### src/hdl/bih_pkg.sv
package bih_pkg;

   localparam int NSRC     = 40;
   localparam int LW       = 3;
   localparam int VW       = 8;
   localparam int SIW      = 6;
   localparam int NBUSIRQ  = 7;
   localparam int NTMR     = 3;
   localparam int NMBX     = 8;
   localparam int MSW      = 3;
   localparam int NLOC     = 17;
   localparam int NLVL     = 8;

   // source numbering, also the fixed increment added to the vector base
   localparam int SRC_BUS   = 0;
   localparam int SRC_EXP   = 7;
   localparam int SRC_SER   = 8;
   localparam int SRC_CAL   = 9;
   localparam int SRC_TMR   = 10;
   localparam int SRC_PFAIL = 13;
   localparam int SRC_SFAIL = 14;
   localparam int SRC_MBX   = 15;
   localparam int SRC_LOC   = 23;

   localparam int TW_WIDE   = 24;
   localparam int PW_WIDE   = 5;
   localparam int TW_WDOG   = 8;
   localparam int PW_WDOG   = 4;

   localparam logic [LW-1:0] LVL_OFF = 3'h0;
   localparam logic [VW-1:0] VEC_RST = 8'h00;

   // synchronised pin bundle layout
   localparam int SY_WDATA = 0;
   localparam int SY_SEL   = 8;
   localparam int SY_WR    = 11;
   localparam int SY_LOCK  = 12;
   localparam int SY_REQ   = 13;
   localparam int SY_LOC   = 14;
   localparam int SY_SFAIL = 31;
   localparam int SY_PFAIL = 32;
   localparam int SY_CAL   = 33;
   localparam int SY_SER   = 34;
   localparam int SY_EXP   = 35;
   localparam int SY_BUS   = 36;
   localparam int SYW      = 43;

   typedef enum logic [1:0] {VS_OWN, VS_PERIPH, VS_BUS} bih_vsrc_type;

   // where the vector of a source comes from during acknowledge
   function automatic bih_vsrc_type bih_vsrc_of(input logic [SIW-1:0] idx);
      if (idx <= 6'(SRC_EXP))
         return VS_BUS;
      else if (idx == 6'(SRC_SER) || idx >= 6'(SRC_LOC))
         return VS_PERIPH;
      else
         return VS_OWN;
   endfunction

   function automatic logic bih_is_mbx(input logic [SIW-1:0] idx);
      return (idx >= 6'(SRC_MBX)) && (idx < 6'(SRC_LOC));
   endfunction

endpackage

### src/hdl/bih_timer.sv
module bih_timer
   import bih_pkg::*;
#(
   parameter int W  = TW_WIDE,
   parameter int PW = PW_WIDE
)(
   input  wire logic          i_clk,
   input  wire logic          i_nrst,
   input  wire logic          i_en,
   input  wire logic          i_wdog,
   input  wire logic          i_restart,
   input  wire logic [W-1:0]  i_reload,
   input  wire logic [PW-1:0] i_pre,
   output logic               o_expire,
   output logic               o_fail
);

   logic [PW-1:0] pre_ff;
   logic [W-1:0]  cnt_ff;
   logic          expire_ff;
   logic          fail_ff;

   wire tick    = i_en && !fail_ff && (pre_ff == i_pre);
   wire at_zero = (cnt_ff == '0);
   wire fire    = tick && at_zero;

   always_ff @(posedge i_clk)
   begin
      if (!i_nrst)
      begin
         pre_ff    <= '0;
         cnt_ff    <= '0;
         expire_ff <= 1'b0;
         fail_ff   <= 1'b0;
      end
      else
      begin
         pre_ff    <= (tick || i_restart || !i_en) ? '0 : PW'(pre_ff + 1'b1);
         if (i_restart || fire)
            cnt_ff <= i_reload;
         else if (tick)
            cnt_ff <= W'(cnt_ff - 1'b1);
         expire_ff <= fire;
         // missed restart latches
         // an expiry that meets a restart still latches: set wins
         if (fire && i_wdog)
            fail_ff <= 1'b1;
         else if (i_restart || !i_wdog)
            fail_ff <= 1'b0;
      end
   end

   assign o_expire = expire_ff;
   assign o_fail   = fail_ff;

   expire_zero_a: assert property (@(posedge i_clk) disable iff (!i_nrst)
      (tick && at_zero && !i_restart) |=> (o_expire && cnt_ff == $past(i_reload)))
      else $error("timer did not expire and reload at zero");
   wdog_hold_a: assert property (@(posedge i_clk) disable iff (!i_nrst)
      (o_fail && !i_restart && i_wdog) |=> o_fail)
      else $error("watchdog fail dropped without restart");

endmodule

### src/hdl/bih_prio.sv
module bih_prio
   import bih_pkg::*;
#(
   parameter int N = NSRC
)(
   input  wire logic [N-1:0]    i_pend,
   input  wire logic [N*LW-1:0] i_level,
   input  wire logic [LW-1:0]   i_qlvl,
   output logic [LW-1:0]        o_max_lvl,
   output logic                 o_hit,
   output logic [SIW-1:0]       o_idx
);

   // scan downward so the lowest numbered source at the asked level wins
   always_comb
   begin
      o_max_lvl = LVL_OFF;
      o_hit     = 1'b0;
      o_idx     = '0;
      for (int i = N - 1; i >= 0; i--)
      begin
         if (i_pend[i] && i_level[i*LW +: LW] > o_max_lvl)
            o_max_lvl = i_level[i*LW +: LW];
         if (i_pend[i] && i_level[i*LW +: LW] == i_qlvl && i_qlvl != LVL_OFF)
         begin
            o_hit = 1'b1;
            o_idx = SIW'(i);
         end
      end
   end

endmodule

### src/hdl/bih_hub.sv
// Overview of operation
// - each source gets its own level 1-7
// - merge local, timer and bus requests
// - acknowledge supplies or fetches the vector
// - power-fail and system-fail are sources
// - forty sources, each with a level
// - own vectors are base plus index, except mailboxes
// - eight mailboxes; bus access raises interrupt
// - per-level vector for mailbox interrupts
// - locked read-modify-write mailbox access honoured
// - each timer interrupts at own level
// - two 24-bit timers, 5-bit prescalers
// - 8-bit timer with divider drives fail
// - missed watchdog restart of the 8-bit timer asserts system-fail
// - each timer watchdog or periodic
module bih_hub
   import bih_pkg::*;
#(
   parameter logic [VW-1:0] SPUR_VEC = 8'h0f
)(
   input  wire logic                  i_clk,
   input  wire logic                  i_nrst,
   input  wire logic [NBUSIRQ-1:0]    i_bus_irq,
   input  wire logic                  i_exp_irq,
   input  wire logic                  i_ser_irq,
   input  wire logic                  i_cal_irq,
   input  wire logic                  i_pfail,
   input  wire logic                  i_sfail_in,
   input  wire logic [NLOC-1:0]       i_loc_irq,
   input  wire logic [NSRC*LW-1:0]    i_src_level,
   input  wire logic [VW-1:0]         i_vec_base,
   input  wire logic [NLVL*VW-1:0]    i_lvl_vec,
   input  wire logic [NTMR-1:0]       i_tmr_en,
   input  wire logic [NTMR-1:0]       i_tmr_wdog,
   input  wire logic [NTMR-1:0]       i_tmr_restart,
   input  wire logic [TW_WIDE-1:0]    i_tmr0_reload,
   input  wire logic [PW_WIDE-1:0]    i_tmr0_pre,
   input  wire logic [TW_WIDE-1:0]    i_tmr1_reload,
   input  wire logic [PW_WIDE-1:0]    i_tmr1_pre,
   input  wire logic [TW_WDOG-1:0]    i_tmr2_reload,
   input  wire logic [PW_WDOG-1:0]    i_tmr2_div,
   output logic                       o_sysfail,
   input  wire logic                  i_mbx_req,
   input  wire logic                  i_mbx_lock,
   input  wire logic                  i_mbx_wr,
   input  wire logic [MSW-1:0]        i_mbx_sel,
   input  wire logic [VW-1:0]         i_mbx_wdata,
   output logic                       o_mbx_ack,
   output logic [VW-1:0]              o_mbx_rdata,
   input  wire logic [NMBX-1:0]       i_mbx_clr,
   output logic [NMBX-1:0]            o_mbx_pend,
   output logic [LW-1:0]              o_ipl,
   input  wire logic                  i_iack,
   input  wire logic [LW-1:0]         i_iack_lvl,
   output logic                       o_vec_valid,
   output logic [VW-1:0]              o_vec,
   output logic                       o_fetch_periph,
   output logic                       o_fetch_bus,
   output logic [SIW-1:0]             o_fetch_src,
   input  wire logic                  i_fetch_done,
   input  wire logic [VW-1:0]         i_fetch_vec,
   output logic [NSRC-1:0]            o_pending
);

   typedef enum {ST_IDLE, ST_FETCH} bih_ack_type;

   logic [SYW-1:0]    sync1_ff;
   logic [SYW-1:0]    sync2_ff;
   logic [NTMR-1:0]   tmr_pend_ff;
   logic [NMBX-1:0]   mbx_pend_ff;
   logic [VW-1:0]     mbx_mem [NMBX];
   logic              mbx_ack_ff;
   logic [VW-1:0]     mbx_rdata_ff;
   logic              lock_ff;
   logic [MSW-1:0]    lock_sel_ff;
   logic [LW-1:0]     ipl_ff;
   bih_ack_type       st_ff;
   logic              vec_valid_ff;
   logic [VW-1:0]     vec_ff;
   logic              fetch_p_ff;
   logic              fetch_b_ff;
   logic [SIW-1:0]    fetch_src_ff;
   logic [NTMR-1:0]   tmr_exp;
   logic [NTMR-1:0]   tmr_fail;
   logic [NSRC-1:0]   pend;
   logic [LW-1:0]     max_lvl;
   logic              hit;
   logic [SIW-1:0]    hit_idx;

   // every pin-side signal goes through two stages before use
   always_ff @(posedge i_clk)
   begin
      if (!i_nrst)
      begin
         sync1_ff <= '0;
         sync2_ff <= '0;
      end
      else
      begin
         sync1_ff <= {i_bus_irq, i_exp_irq, i_ser_irq, i_cal_irq, i_pfail, i_sfail_in,
                      i_loc_irq, i_mbx_req, i_mbx_lock, i_mbx_wr, i_mbx_sel, i_mbx_wdata};
         sync2_ff <= sync1_ff;
      end
   end

   bih_timer #(.W(TW_WIDE), .PW(PW_WIDE)) u_tmr0 (
      .i_clk     (i_clk),
      .i_nrst    (i_nrst),
      .i_en      (i_tmr_en[0]),
      .i_wdog    (i_tmr_wdog[0]),
      .i_restart (i_tmr_restart[0]),
      .i_reload  (i_tmr0_reload),
      .i_pre     (i_tmr0_pre),
      .o_expire  (tmr_exp[0]),
      .o_fail    (tmr_fail[0])
   );

   bih_timer #(.W(TW_WIDE), .PW(PW_WIDE)) u_tmr1 (
      .i_clk     (i_clk),
      .i_nrst    (i_nrst),
      .i_en      (i_tmr_en[1]),
      .i_wdog    (i_tmr_wdog[1]),
      .i_restart (i_tmr_restart[1]),
      .i_reload  (i_tmr1_reload),
      .i_pre     (i_tmr1_pre),
      .o_expire  (tmr_exp[1]),
      .o_fail    (tmr_fail[1])
   );

   bih_timer #(.W(TW_WDOG), .PW(PW_WDOG)) u_tmr2 (
      .i_clk     (i_clk),
      .i_nrst    (i_nrst),
      .i_en      (i_tmr_en[2]),
      .i_wdog    (i_tmr_wdog[2]),
      .i_restart (i_tmr_restart[2]),
      .i_reload  (i_tmr2_reload),
      .i_pre     (i_tmr2_div),
      .o_expire  (tmr_exp[2]),
      .o_fail    (tmr_fail[2])
   );

   assign o_sysfail = tmr_fail[2];

   // mailbox access: four-phase on the synchronised request
   wire [MSW-1:0] mbx_sel  = sync2_ff[SY_SEL +: MSW];
   wire           mbx_req  = sync2_ff[SY_REQ];
   wire           mbx_lock = sync2_ff[SY_LOCK];
   wire           mbx_ok   = !lock_ff || (lock_sel_ff == mbx_sel);
   wire           mbx_go   = mbx_req && !mbx_ack_ff && mbx_ok;

   // acknowledge decoding
   wire           ack_go    = (st_ff == ST_IDLE) && i_iack;
   wire           ack_take  = ack_go && hit;
   wire bih_vsrc_type hit_vs = bih_vsrc_of(hit_idx);
   wire           hit_mbx   = bih_is_mbx(hit_idx);
   wire [VW-1:0]  own_vec   = hit_mbx ? i_lvl_vec[i_iack_lvl*VW +: VW]
                                      : VW'(i_vec_base + {2'h0, hit_idx});
   wire [NTMR-1:0] tmr_ack  = ack_take ? NTMR'(1 << (hit_idx - 6'(SRC_TMR))) : '0;
   wire [NMBX-1:0] mbx_ack_clr = (ack_take && hit_mbx)
                                 ? NMBX'(1 << (hit_idx - 6'(SRC_MBX))) : '0;
   wire [NMBX-1:0] mbx_set  = mbx_go ? NMBX'(1 << mbx_sel) : '0;
   wire           tmr_hit   = hit_idx >= 6'(SRC_TMR) && hit_idx < 6'(SRC_PFAIL);

   always_ff @(posedge i_clk)
   begin
      if (!i_nrst)
      begin
         mbx_ack_ff   <= 1'b0;
         mbx_rdata_ff <= VEC_RST;
         lock_ff      <= 1'b0;
         lock_sel_ff  <= '0;
         mbx_pend_ff  <= '0;
         tmr_pend_ff  <= '0;
      end
      else
      begin
         mbx_ack_ff <= mbx_req && (mbx_ack_ff || mbx_ok);
         // lock holds the box across the cycle
         if (!mbx_lock)
            lock_ff <= 1'b0;
         else if (mbx_go)
            lock_ff <= 1'b1;
         if (mbx_go)
         begin
            lock_sel_ff  <= mbx_sel;
            mbx_rdata_ff <= mbx_mem[mbx_sel];
         end
         mbx_pend_ff <= (mbx_pend_ff & ~i_mbx_clr & ~mbx_ack_clr) | mbx_set;
         tmr_pend_ff <= (tmr_pend_ff & ~(tmr_hit ? tmr_ack : '0)) | tmr_exp;
      end
   end

   // mailbox contents are data only, reset is not needed
   always_ff @(posedge i_clk)
   begin
      if (mbx_go && sync2_ff[SY_WR])
         mbx_mem[mbx_sel] <= sync2_ff[SY_WDATA +: VW];
   end

   assign pend = {sync2_ff[SY_LOC +: NLOC], mbx_pend_ff, sync2_ff[SY_SFAIL],
                  sync2_ff[SY_PFAIL], tmr_pend_ff, sync2_ff[SY_CAL], sync2_ff[SY_SER],
                  sync2_ff[SY_EXP], sync2_ff[SY_BUS +: NBUSIRQ]};

   bih_prio #(.N(NSRC)) u_prio (
      .i_pend    (pend),
      .i_level   (i_src_level),
      .i_qlvl    (i_iack_lvl),
      .o_max_lvl (max_lvl),
      .o_hit     (hit),
      .o_idx     (hit_idx)
   );

   always_ff @(posedge i_clk)
   begin
      if (!i_nrst)
      begin
         st_ff        <= ST_IDLE;
         ipl_ff       <= LVL_OFF;
         vec_valid_ff <= 1'b0;
         vec_ff       <= VEC_RST;
         fetch_p_ff   <= 1'b0;
         fetch_b_ff   <= 1'b0;
         fetch_src_ff <= '0;
      end
      else
      begin
         ipl_ff       <= max_lvl;
         vec_valid_ff <= 1'b0;
         fetch_p_ff   <= 1'b0;
         fetch_b_ff   <= 1'b0;
         unique case (st_ff)
            ST_IDLE:
            begin
               if (ack_go && !hit)
               begin
                  vec_valid_ff <= 1'b1;
                  vec_ff       <= SPUR_VEC;
               end
               else if (ack_take && hit_vs == VS_OWN)
               begin
                  vec_valid_ff <= 1'b1;
                  vec_ff       <= own_vec;
               end
               else if (ack_take)
               begin
                  fetch_p_ff   <= (hit_vs == VS_PERIPH);
                  fetch_b_ff   <= (hit_vs == VS_BUS);
                  fetch_src_ff <= hit_idx;
                  st_ff        <= ST_FETCH;
               end
            end
            ST_FETCH:
               if (i_fetch_done)
               begin
                  vec_valid_ff <= 1'b1;
                  vec_ff       <= i_fetch_vec;
                  st_ff        <= ST_IDLE;
               end
         endcase
      end
   end

   assign o_mbx_ack      = mbx_ack_ff;
   assign o_mbx_rdata    = mbx_rdata_ff;
   assign o_mbx_pend     = mbx_pend_ff;
   assign o_ipl          = ipl_ff;
   assign o_vec_valid    = vec_valid_ff;
   assign o_vec          = vec_ff;
   assign o_fetch_periph = fetch_p_ff;
   assign o_fetch_bus    = fetch_b_ff;
   assign o_fetch_src    = fetch_src_ff;
   assign o_pending      = pend;

   ipl_max_a: assert property (@(posedge i_clk) disable iff (!i_nrst)
      ##1 (o_ipl == $past(max_lvl)) && (o_ipl >= $past(i_src_level[SRC_EXP*LW +: LW])
           || !$past(pend[SRC_EXP])))
      else $error("presented level is not the highest pending");
   pick_a: assert property (@(posedge i_clk) disable iff (!i_nrst)
      hit |-> (pend[hit_idx] && i_src_level[hit_idx*LW +: LW] == i_iack_lvl))
      else $error("acknowledged source not at asked level");
   own_vec_a: assert property (@(posedge i_clk) disable iff (!i_nrst)
      (ack_take && hit_vs == VS_OWN && !hit_mbx) |=>
      (o_vec_valid && o_vec == VW'($past(i_vec_base) + {2'h0, $past(hit_idx)})))
      else $error("own vector not base plus increment");
   fetch_bus_a: assert property (@(posedge i_clk) disable iff (!i_nrst)
      (ack_take && hit_vs == VS_BUS) |=> (o_fetch_bus && !o_vec_valid && st_ff == ST_FETCH))
      else $error("bus source did not start a vector fetch");
   spur_a: assert property (@(posedge i_clk) disable iff (!i_nrst)
      (ack_go && !hit) |=> (o_vec_valid && o_vec == SPUR_VEC))
      else $error("no spurious vector for empty level");
   mbx_raise_a: assert property (@(posedge i_clk) disable iff (!i_nrst)
      mbx_go |=> (o_mbx_ack && o_mbx_pend[$past(mbx_sel)]))
      else $error("mailbox access did not raise its interrupt");
   mbx_lock_a: assert property (@(posedge i_clk) disable iff (!i_nrst)
      (lock_ff && mbx_req && !mbx_ack_ff && mbx_sel != lock_sel_ff) |=> !o_mbx_ack)
      else $error("locked mailbox cycle was broken");
   sysfail_a: assert property (@(posedge i_clk) disable iff (!i_nrst)
      o_sysfail |-> (i_tmr_wdog[2] || $past(i_tmr_wdog[2])))
      else $error("system-fail without watchdog mode");

   own_cov: cover property (@(posedge i_clk) disable iff (!i_nrst)
      ack_take && hit_vs == VS_OWN);
   fetch_cov: cover property (@(posedge i_clk) disable iff (!i_nrst)
      (st_ff == ST_FETCH) ##1 i_fetch_done);
   rmw_cov: cover property (@(posedge i_clk) disable iff (!i_nrst)
      lock_ff && mbx_go && sync2_ff[SY_WR]);
   sfail_cov: cover property (@(posedge i_clk) disable iff (!i_nrst) $rose(o_sysfail));

endmodule

### config.mk
export PLATFORM = sky130hd
export DESIGN_NAME = bih_hub
export DESIGN_NICKNAME = d
export VERILOG_FILES = /design/src/hdl/bih_pkg.sv /design/src/hdl/bih_timer.sv /design/src/hdl/bih_prio.sv /design/src/hdl/bih_hub.sv
export SDC_FILE = /design/constraint.sdc
export NUM_CORES = 1
export LEC_CHECK = 0
export ABC_AREA = 1
export BUFFER_PORTS_ARGS = -buffer_cell sky130_fd_sc_hd__buf_2
export CAP_MARGIN = 20
export CORE_MARGIN = 4
export CORE_UTILIZATION = 30
export CTS_CLUSTER_SIZE = 24
export DETAILED_ROUTE_END_ITERATION = 8
export GPL_ROUTABILITY_DRIVEN = 0
export SYNTH_ARGS = -nofsm -noshare
export SYNTH_HDL_FRONTEND = slang
export SYNTH_SLANG_ARGS = --single-unit
### constraint.sdc
create_clock -name i_clk -period 60.9 [get_ports i_clk]
set_input_delay 3.045 -clock i_clk [delete_from_list [all_inputs] [get_ports i_clk]]
set_output_delay 3.045 -clock i_clk [all_outputs]
set_load 0.02 [all_outputs]
* Word-level counts from Yosys, hierarchy flattened
Memory sizes are Yosys's and may differ from the RTL's. A register that Yosys moved wholly into a read port is not among the register bits.
Index checks and enable logic that the tools add are counted.
** Storage, ports and cells
- Word-level logic and storage cells :: 498
- Output and inout port bits :: 78
- Bits in read-only memories :: 0
- Flip-flop bits (word level) :: 230
- Bits in latches :: 0
- Memories kept :: 1
- Input bits :: 337
- Memory bits (writable) :: 64
** Operators by class
- Div/mod/pow operators :: 0
- Multiply operators :: 0
- Shift operators :: 4
- Bitwise operators :: 13
- $lt $le $gt $ge :: 46
- Add/sub/neg operators :: 9
- Muxes and demuxes :: 154
- Reduce and logical (&&, ||, !) cells :: 192
- Eq/ne operators :: 53
** Memories
- mbx_mem :: words 8, width 8, rd ports 1, clocked after memory_dff 1, wr ports 1, RTL line bih_hub.sv:71 : logic [VW-1:0] mbx_mem [NMBX];
** Operators by type and width (number)
- $mux 6 :: 40
- $logic_and 1x1->1 :: 143
- $mux 32 :: 4
- $mux 3 :: 42
- $eq 3x3->1 :: 41
- $gt 3x3->1 :: 39
- $mux 24 :: 4
- $logic_not 32->1 :: 2
- $mux 8 :: 8
- $pmux 32 s2 :: 1
- $shiftx 64x7->8 :: 1
- $mux 1 :: 52
- $logic_not 24->1 :: 2
- $sub 24x1->24 const B :: 2
- $eq 32x1->1 const B :: 1
- $and 8x8->8 :: 2
- $not 8->8 :: 2
- $pmux 8 s2 :: 1
- $logic_or 1x1->1 :: 15
- $logic_not 1->1 :: 13
- $ge 6x4->1 const B :: 2
- $reduce_bool 2->1 :: 6
- $sub 6x4->6 const B :: 2
- $add 5x1->5 const B :: 2
- 32 further kinds :: 44

* Depth between registers and ports, before layout
- Depth in word-level cells :: 120
- Depth in mapped cells :: 303
- Gate-level depth less buffers :: 303

* By module
A second synthesis with hierarchy kept.
** Unflattened totals
- Cells, all modules :: 3081
- Area, all modules :: 20473.4 µm²
** Modules (own cells, without submodules)
- bih_hub :: instances 1, cells each 969, seq. area each 4544.4 µm², area each 8229.1 µm²
- bih_prio :: instances 1, cells each 1123, seq. area each 0.0 µm², area each 6172.2 µm²
- bih_timer at u_tmr0 ... :: instances 2, cells each 421, seq. area each 620.6 µm², area each 2529.9 µm²
- bih_timer at u_tmr2 :: instances 1, cells each 147, seq. area each 280.3 µm², area each 1012.2 µm²

* Worst setup path before layout
No wires, ideal clock.
- Path type :: in2reg
- Start point :: input i_src_level[117]
- End point :: register ipl_ff[0] (netlist: o_ipl[0])
- Setup slack :: 20067 ps
- Library setup time :: 109 ps
- Data arrival time :: 40725 ps
- Cell stages on the path :: 268
- Path buffers :: 0
- Data required time :: 60791 ps
- Path through :: nor2_1 -> nand2_1 -> nand2_1 -> nor2_1 -> inv_1 -> ha_1 -> nand3_1 -> nand2_1 -> inv_2 -> nand2_4 -> o21ai_0 -> ha_1 -> o21ai_0 -> nand3_1 -> nand3_2 -> nand2_2 -> o21a_1 -> ha_1 -> [... 232 more ...] -> nand2_1 -> ha_1 -> inv_1 -> nor2_1 -> o21ai_0 -> a21boi_0 -> nand2_1 -> inv_1 -> nand2_1 -> and2_1 -> ha_1 -> nand2_1 -> o21ai_0 -> nand3_1 -> o21ai_0 -> inv_1 -> nand2_1 -> inv_1
** Between the ends
- Cells in the longest elaborated chain, start to end :: 120
** Ends and longest elaborated chain
- start: declaration :: RTL line bih_hub.sv:30 : input wire logic [NSRC*LW-1:0] i_src_level,
- $gt 3x1->1 :: RTL line bih_prio.sv:22 : if (i_pend[i] && i_level[i*LW +: LW] > o_max_lvl)
- $logic_and 1x1->1 :: RTL line bih_prio.sv:22
- $mux 3 * :: RTL line bih_prio.sv:22
- $gt 3x3->1 :: RTL line bih_prio.sv:22
- $logic_and 1x1->1 :: RTL line bih_prio.sv:22
- $mux 3 * :: RTL line bih_prio.sv:22
- $gt 3x3->1 :: RTL line bih_prio.sv:22
- $logic_and 1x1->1 :: RTL line bih_prio.sv:22
- [... 104 more ...]
- $logic_and 1x1->1 :: RTL line bih_prio.sv:22
- $mux 3 * :: RTL line bih_prio.sv:22
- $gt 3x3->1 :: RTL line bih_prio.sv:22
- $logic_and 1x1->1 :: RTL line bih_prio.sv:22
- $mux 3 * :: RTL line bih_prio.sv:22
- $gt 3x3->1 :: RTL line bih_prio.sv:22
- $logic_and 1x1->1 :: RTL line bih_prio.sv:22
- $mux 3 * :: RTL line bih_prio.sv:22
- end signal: assignment :: RTL line bih_hub.sv:227 : ipl_ff <= max_lvl;
- end: declaration :: RTL line bih_hub.sv:76 : logic [LW-1:0] ipl_ff;
Mark *: on every way between the ends. The rest lies on a longest branch, timed or not.
A chain may end at the register's enable or synchronous reset.

* Worst setup path in the final report
- Start point :: input i_src_level[117]
- End point :: register ipl_ff[1] (netlist: o_ipl[1])
Same word-level chain as after synthesis.

==> out/summary.md <==
The run finished with clean final reports. For this run, the total global-route usage over all layers was measured as 18.0%. The worst-case headroom to the max-slew limit is 34.3%, and the number of H-tree branching levels is 2. The final cell area excluding filler cells came out at 22100 µm². On the final layout, the worst hold slack is 405 ps. The number of standard cells after synthesis is 2585, and the via count of the routed design is 18.0k. The final-stage net count was 3329. The clock passes through at most 3 buffers.

The number of synthesized flops with an enable pin came out at 64. Adding up every negative setup slack in the final design gives 0 ps. Detailed placement finished with a half-perimeter wire length of 47.3 mm. Largest vdd supply drop: 0.0000195 V. Counting cells, the worst reg-to-reg path comes to 266.

Internal power comes to 395 µW. Measured along the y axis, the die boundary spans 255 µm. The run gives 33.8% as the relative contribution of sequential cells to total power. Kind of cell adding the most delay to the critical path: simple AND/OR/NAND/NOR gates. Data on the critical path is required at its endpoint by 61340 ps.

For this design the total switching power over the nets is 194 µW. The type of origin of the critical path was an input port. For the post-cts gate resize count, the log shows 0.

For this block, wires on met1 add up to 27.5 mm. The logs give 30.3% for the starting utilization of the core area and 4.51 mm for the wire length on met3. The tools report the highest achievable clock rate as 23.2 MHz.

The multi-input combinational cells in the finished layout cover a total of 9960 µm². TritonCTS built the clock tree. The tools report the number of routed nets with antenna violations as 0.

The cell type of the slowest stage on the worst timing path is or2_2. The tools report the number of global-route vias before repair as 17.0k. For this run, the number of Yosys warnings is 0.

The detailed-route DRC error count was 0. Counting instances, the worst hold path has a depth of 2. In this run the cell area measured after placement is 20900 µm². Met2 wire length: 27.9 mm.

On the final layout, the worst clock skew is 17.2 ps. Placeable core area: 60400 µm². In the synthesized netlist the dominant register cell turns out to be dfxtp_1. The sort of element at the end of the critical path is a register.

The tools report the portion of total power attributed to the clock network as 36.7%. The library cell used most frequently in the layout, excluding fill and tap cells, is inv_1. For the final hold violation count, the log shows 0.

Max-cap violations in this run came to 0. The logs give 31 for the number of antenna violations at the first check in global routing and 6433 for the number of inserted filler cells in the final layout. The combinational fraction of design power is 29.5%, and the number of setup buffers added after CTS is 0.

Number of max-slew violations in the final report: 0. Routed signal wires occupy layers up through met5. The die is 255 µm wide. The fraction of registers with async set/reset was 0%; the via-per-instance ratio was 4.79. After clock tree synthesis, the clock-pin slew on the worst setup and hold paths is 60 ps. The worst slack at placement was 17350 ps. The number of hold buffers added after CTS is 0, and the remaining global-route overflow is 0.

In this design, the stage delay of the slowest critical-path cell is 310 ps. Of all nets on the critical path, the largest fanout is 6. The number of different library cells in the post-synthesis netlist was 52.

The post-synthesis instance area is 18300 µm². The library cells used most frequently in the layout, excluding fill and tap cells, are inv_1 (440), buf_2 (412), nand2_1 (410), o21ai_0 (215), dfxtp_1 (207). The synthesized design contains 271 register bits. Setup violations remaining at the end of the flow were counted as 0. Clock latency on the worst-skew pair, taken at its later pin, is 540 ps.

In this run switching power makes up 33.0% of total power. In this run the power density over the cells is 26.7 nW/µm². Setup repair after global routing left no endpoint under its margin. The tree is rooted in a clkbuf_16. Setup slack on the critical path of the routed design comes to 17830 ps.

The class of the tightest hold or removal check is register to register. In this run the mean area of a mapped cell was 7.08 µm². The endpoint identified for the worst register-to-register timing path is o_ipl[1]$_SDFF_PN0_.

The final worst-path cycle share is 70.7%, and the quantity of I/O buffers inserted on ports is 414. For flop-to-flop paths, the worst setup slack is 20120 ps. The timing startpoint of the critical path is i_src_level[117]. From synthesis to final layout, the design area changed by 20.9%.

The worst hold endpoint is sync2_ff[33]$_SDFF_PN0_. The most prevalent standard cell on the critical path is nand2_2. Post-synth net total: 2985. In the final layout, the share of cells above drive strength 1 is 21.6%. The violation count after the first detailed-route iteration came out at 1049. The floorplan has 90 rows.

The final wirelength is 61.5 mm, and the post-layout minimum cycle time is 43070 ps. For this design the top-level I/O count stands at 415. Summing the sequential cell areas from Yosys gives 33.1% of the chip area. The worst setup path is of the input port to register kind.

The leakage power was 11.1 nW. The run gives 5 as the first-pass detailed-route iteration total. The run gives 92.9 mm as the wire length of the first global-routing pass. Total power for the finished layout comes to 590 µW. Clock tree synthesis inserted a total of 35 buffers. At the pin with the least slew margin, the transition time is 983 ps. The launching point of the worst reg2reg path is sync2_ff[30]$_SDFF_PN0_. The critical path contains buffers and inverters numbering 34 combined. The die covers 65000 µm². Clock tree synthesis found a total of 271 sinks. Flip-flop and latch area: 6070 µm².

The maximum number of pins on one net before global-route repair was 90. Data arrives at the worst endpoint at 43510 ps. Dividing the detail-routed wire length by the instance count gives 16.4 µm.

The origin of the worst min-delay path was sync1_ff[33]$_SDFF_PN0_.
[how the worst max path moves through the flow]
stage                          endpoint  slack, ps  depth (start not counted)
floorplan           o_ipl[0]$_SDFF_PN0_      20070                        268
global placement    o_ipl[0]$_SDFF_PN0_      18390                        269
detailed placement  o_ipl[0]$_SDFF_PN0_      17350                        269
CTS                 o_ipl[1]$_SDFF_PN0_      17870                        269
global route        o_ipl[0]$_SDFF_PN0_      14080                        270
finish              o_ipl[1]$_SDFF_PN0_      17830                        269
[power groups by stage]
stage	logic (mW)	registers, mW	clock network [mW]
4_1_cts	0.174	0.200	0.225
3_5_place_dp	0.173	0.203	0
6_report	0.174	0.200	0.216
3_3_place_gp	0.172	0.203	0
5_1_grt	0.199	0.201	0.231
2_1_floorplan	0.124	0.205	0
[logic make-up after synthesis]
group / share of synthesized area (%)
and+or+nand+nor: 23.6
xor gates and xnor gates: 4.78
buffers and inverters: 12.5
adders and majority gates: 4.35
AOI/OAI and AO/OA: 21.6
DFF: 33.1
[cell usage after synthesis, drive strengths merged (29+ instances only)]
| cell type | instances | area, µm² |
|---|---|---|
| o21ai | 216 | 1080 |
| or2 | 29 | 181 |
| a21oi | 129 | 649 |
| nor2 | 178 | 668 |
| edfxtp | 64 | 1920 |
| o21bai | 53 | 398 |
| clkbuf | 80 | 300 |
| buf | 42 | 297 |
| nor3 | 31 | 155 |
| o22ai | 69 | 432 |
| o21a | 56 | 420 |
| nand2 | 495 | 2080 |
| nor4 | 48 | 300 |
| o211ai | 36 | 270 |
| dfxtp | 207 | 4140 |
| ha | 62 | 776 |
| nand3 | 131 | 811 |
| inv | 446 | 1670 |
| xor2 | 78 | 683 |
[area by class of cell]
class                           count  area share, %
Antenna cell                       16          0.181
Clock buffer                       49           4.38
Clock inverter                     14           1.02
Inverter                          451           7.65
Multi-Input combinational cell   1741           45.0
Sequential cell                   271           27.4
Tap cell                          782           4.42
Timing Repair Buffer              429           9.91
[per-layer routing]
| layer | track usage [%] | vias up |
|---|---|---|
| met5 | 0 | - |
| met4 | 5.22 | 20 |
| met3 | 4.81 | 108 |
| met2 | 29.8 | 482 |
| met1 | 23.2 | 8105 |
| li1 | - | 9258 |
[worst register-to-register path: cells and delay by family (launching register included)]
family          cells  cell delay (ps)
fa+ha+maj          39            10730
buf+inv            33             2110
simple gates      118            13780
flops               1              400
compound gates     76            13570
[through the flow]
step                      instances  utilization, %
after floorplan                2585               -
after global placement         3674            34.6
after detailed placement       3674            34.6
after CTS                      3737            36.6
after global routing           3744            36.6
final                          3753            36.7
[flip-flops by register name, indices dropped and copies added (netlist names), 3 cells and up]
signal	cells
mbx_mem	64
sync1_ff	43
u_tmr0.cnt_ff	24
u_tmr0.pre_ff	5
u_tmr2.cnt_ff	8
u_tmr2.pre_ff	4
u_tmr1.cnt_ff	24
sync2_ff	43
o_ipl	3
o_vec	8
u_tmr1.pre_ff	5
o_mbx_pend	8
o_mbx_rdata	8
tmr_pend_ff	3
o_fetch_src	6
lock_sel_ff	3
No activity file was read; power rests on OpenSTA's default activity.
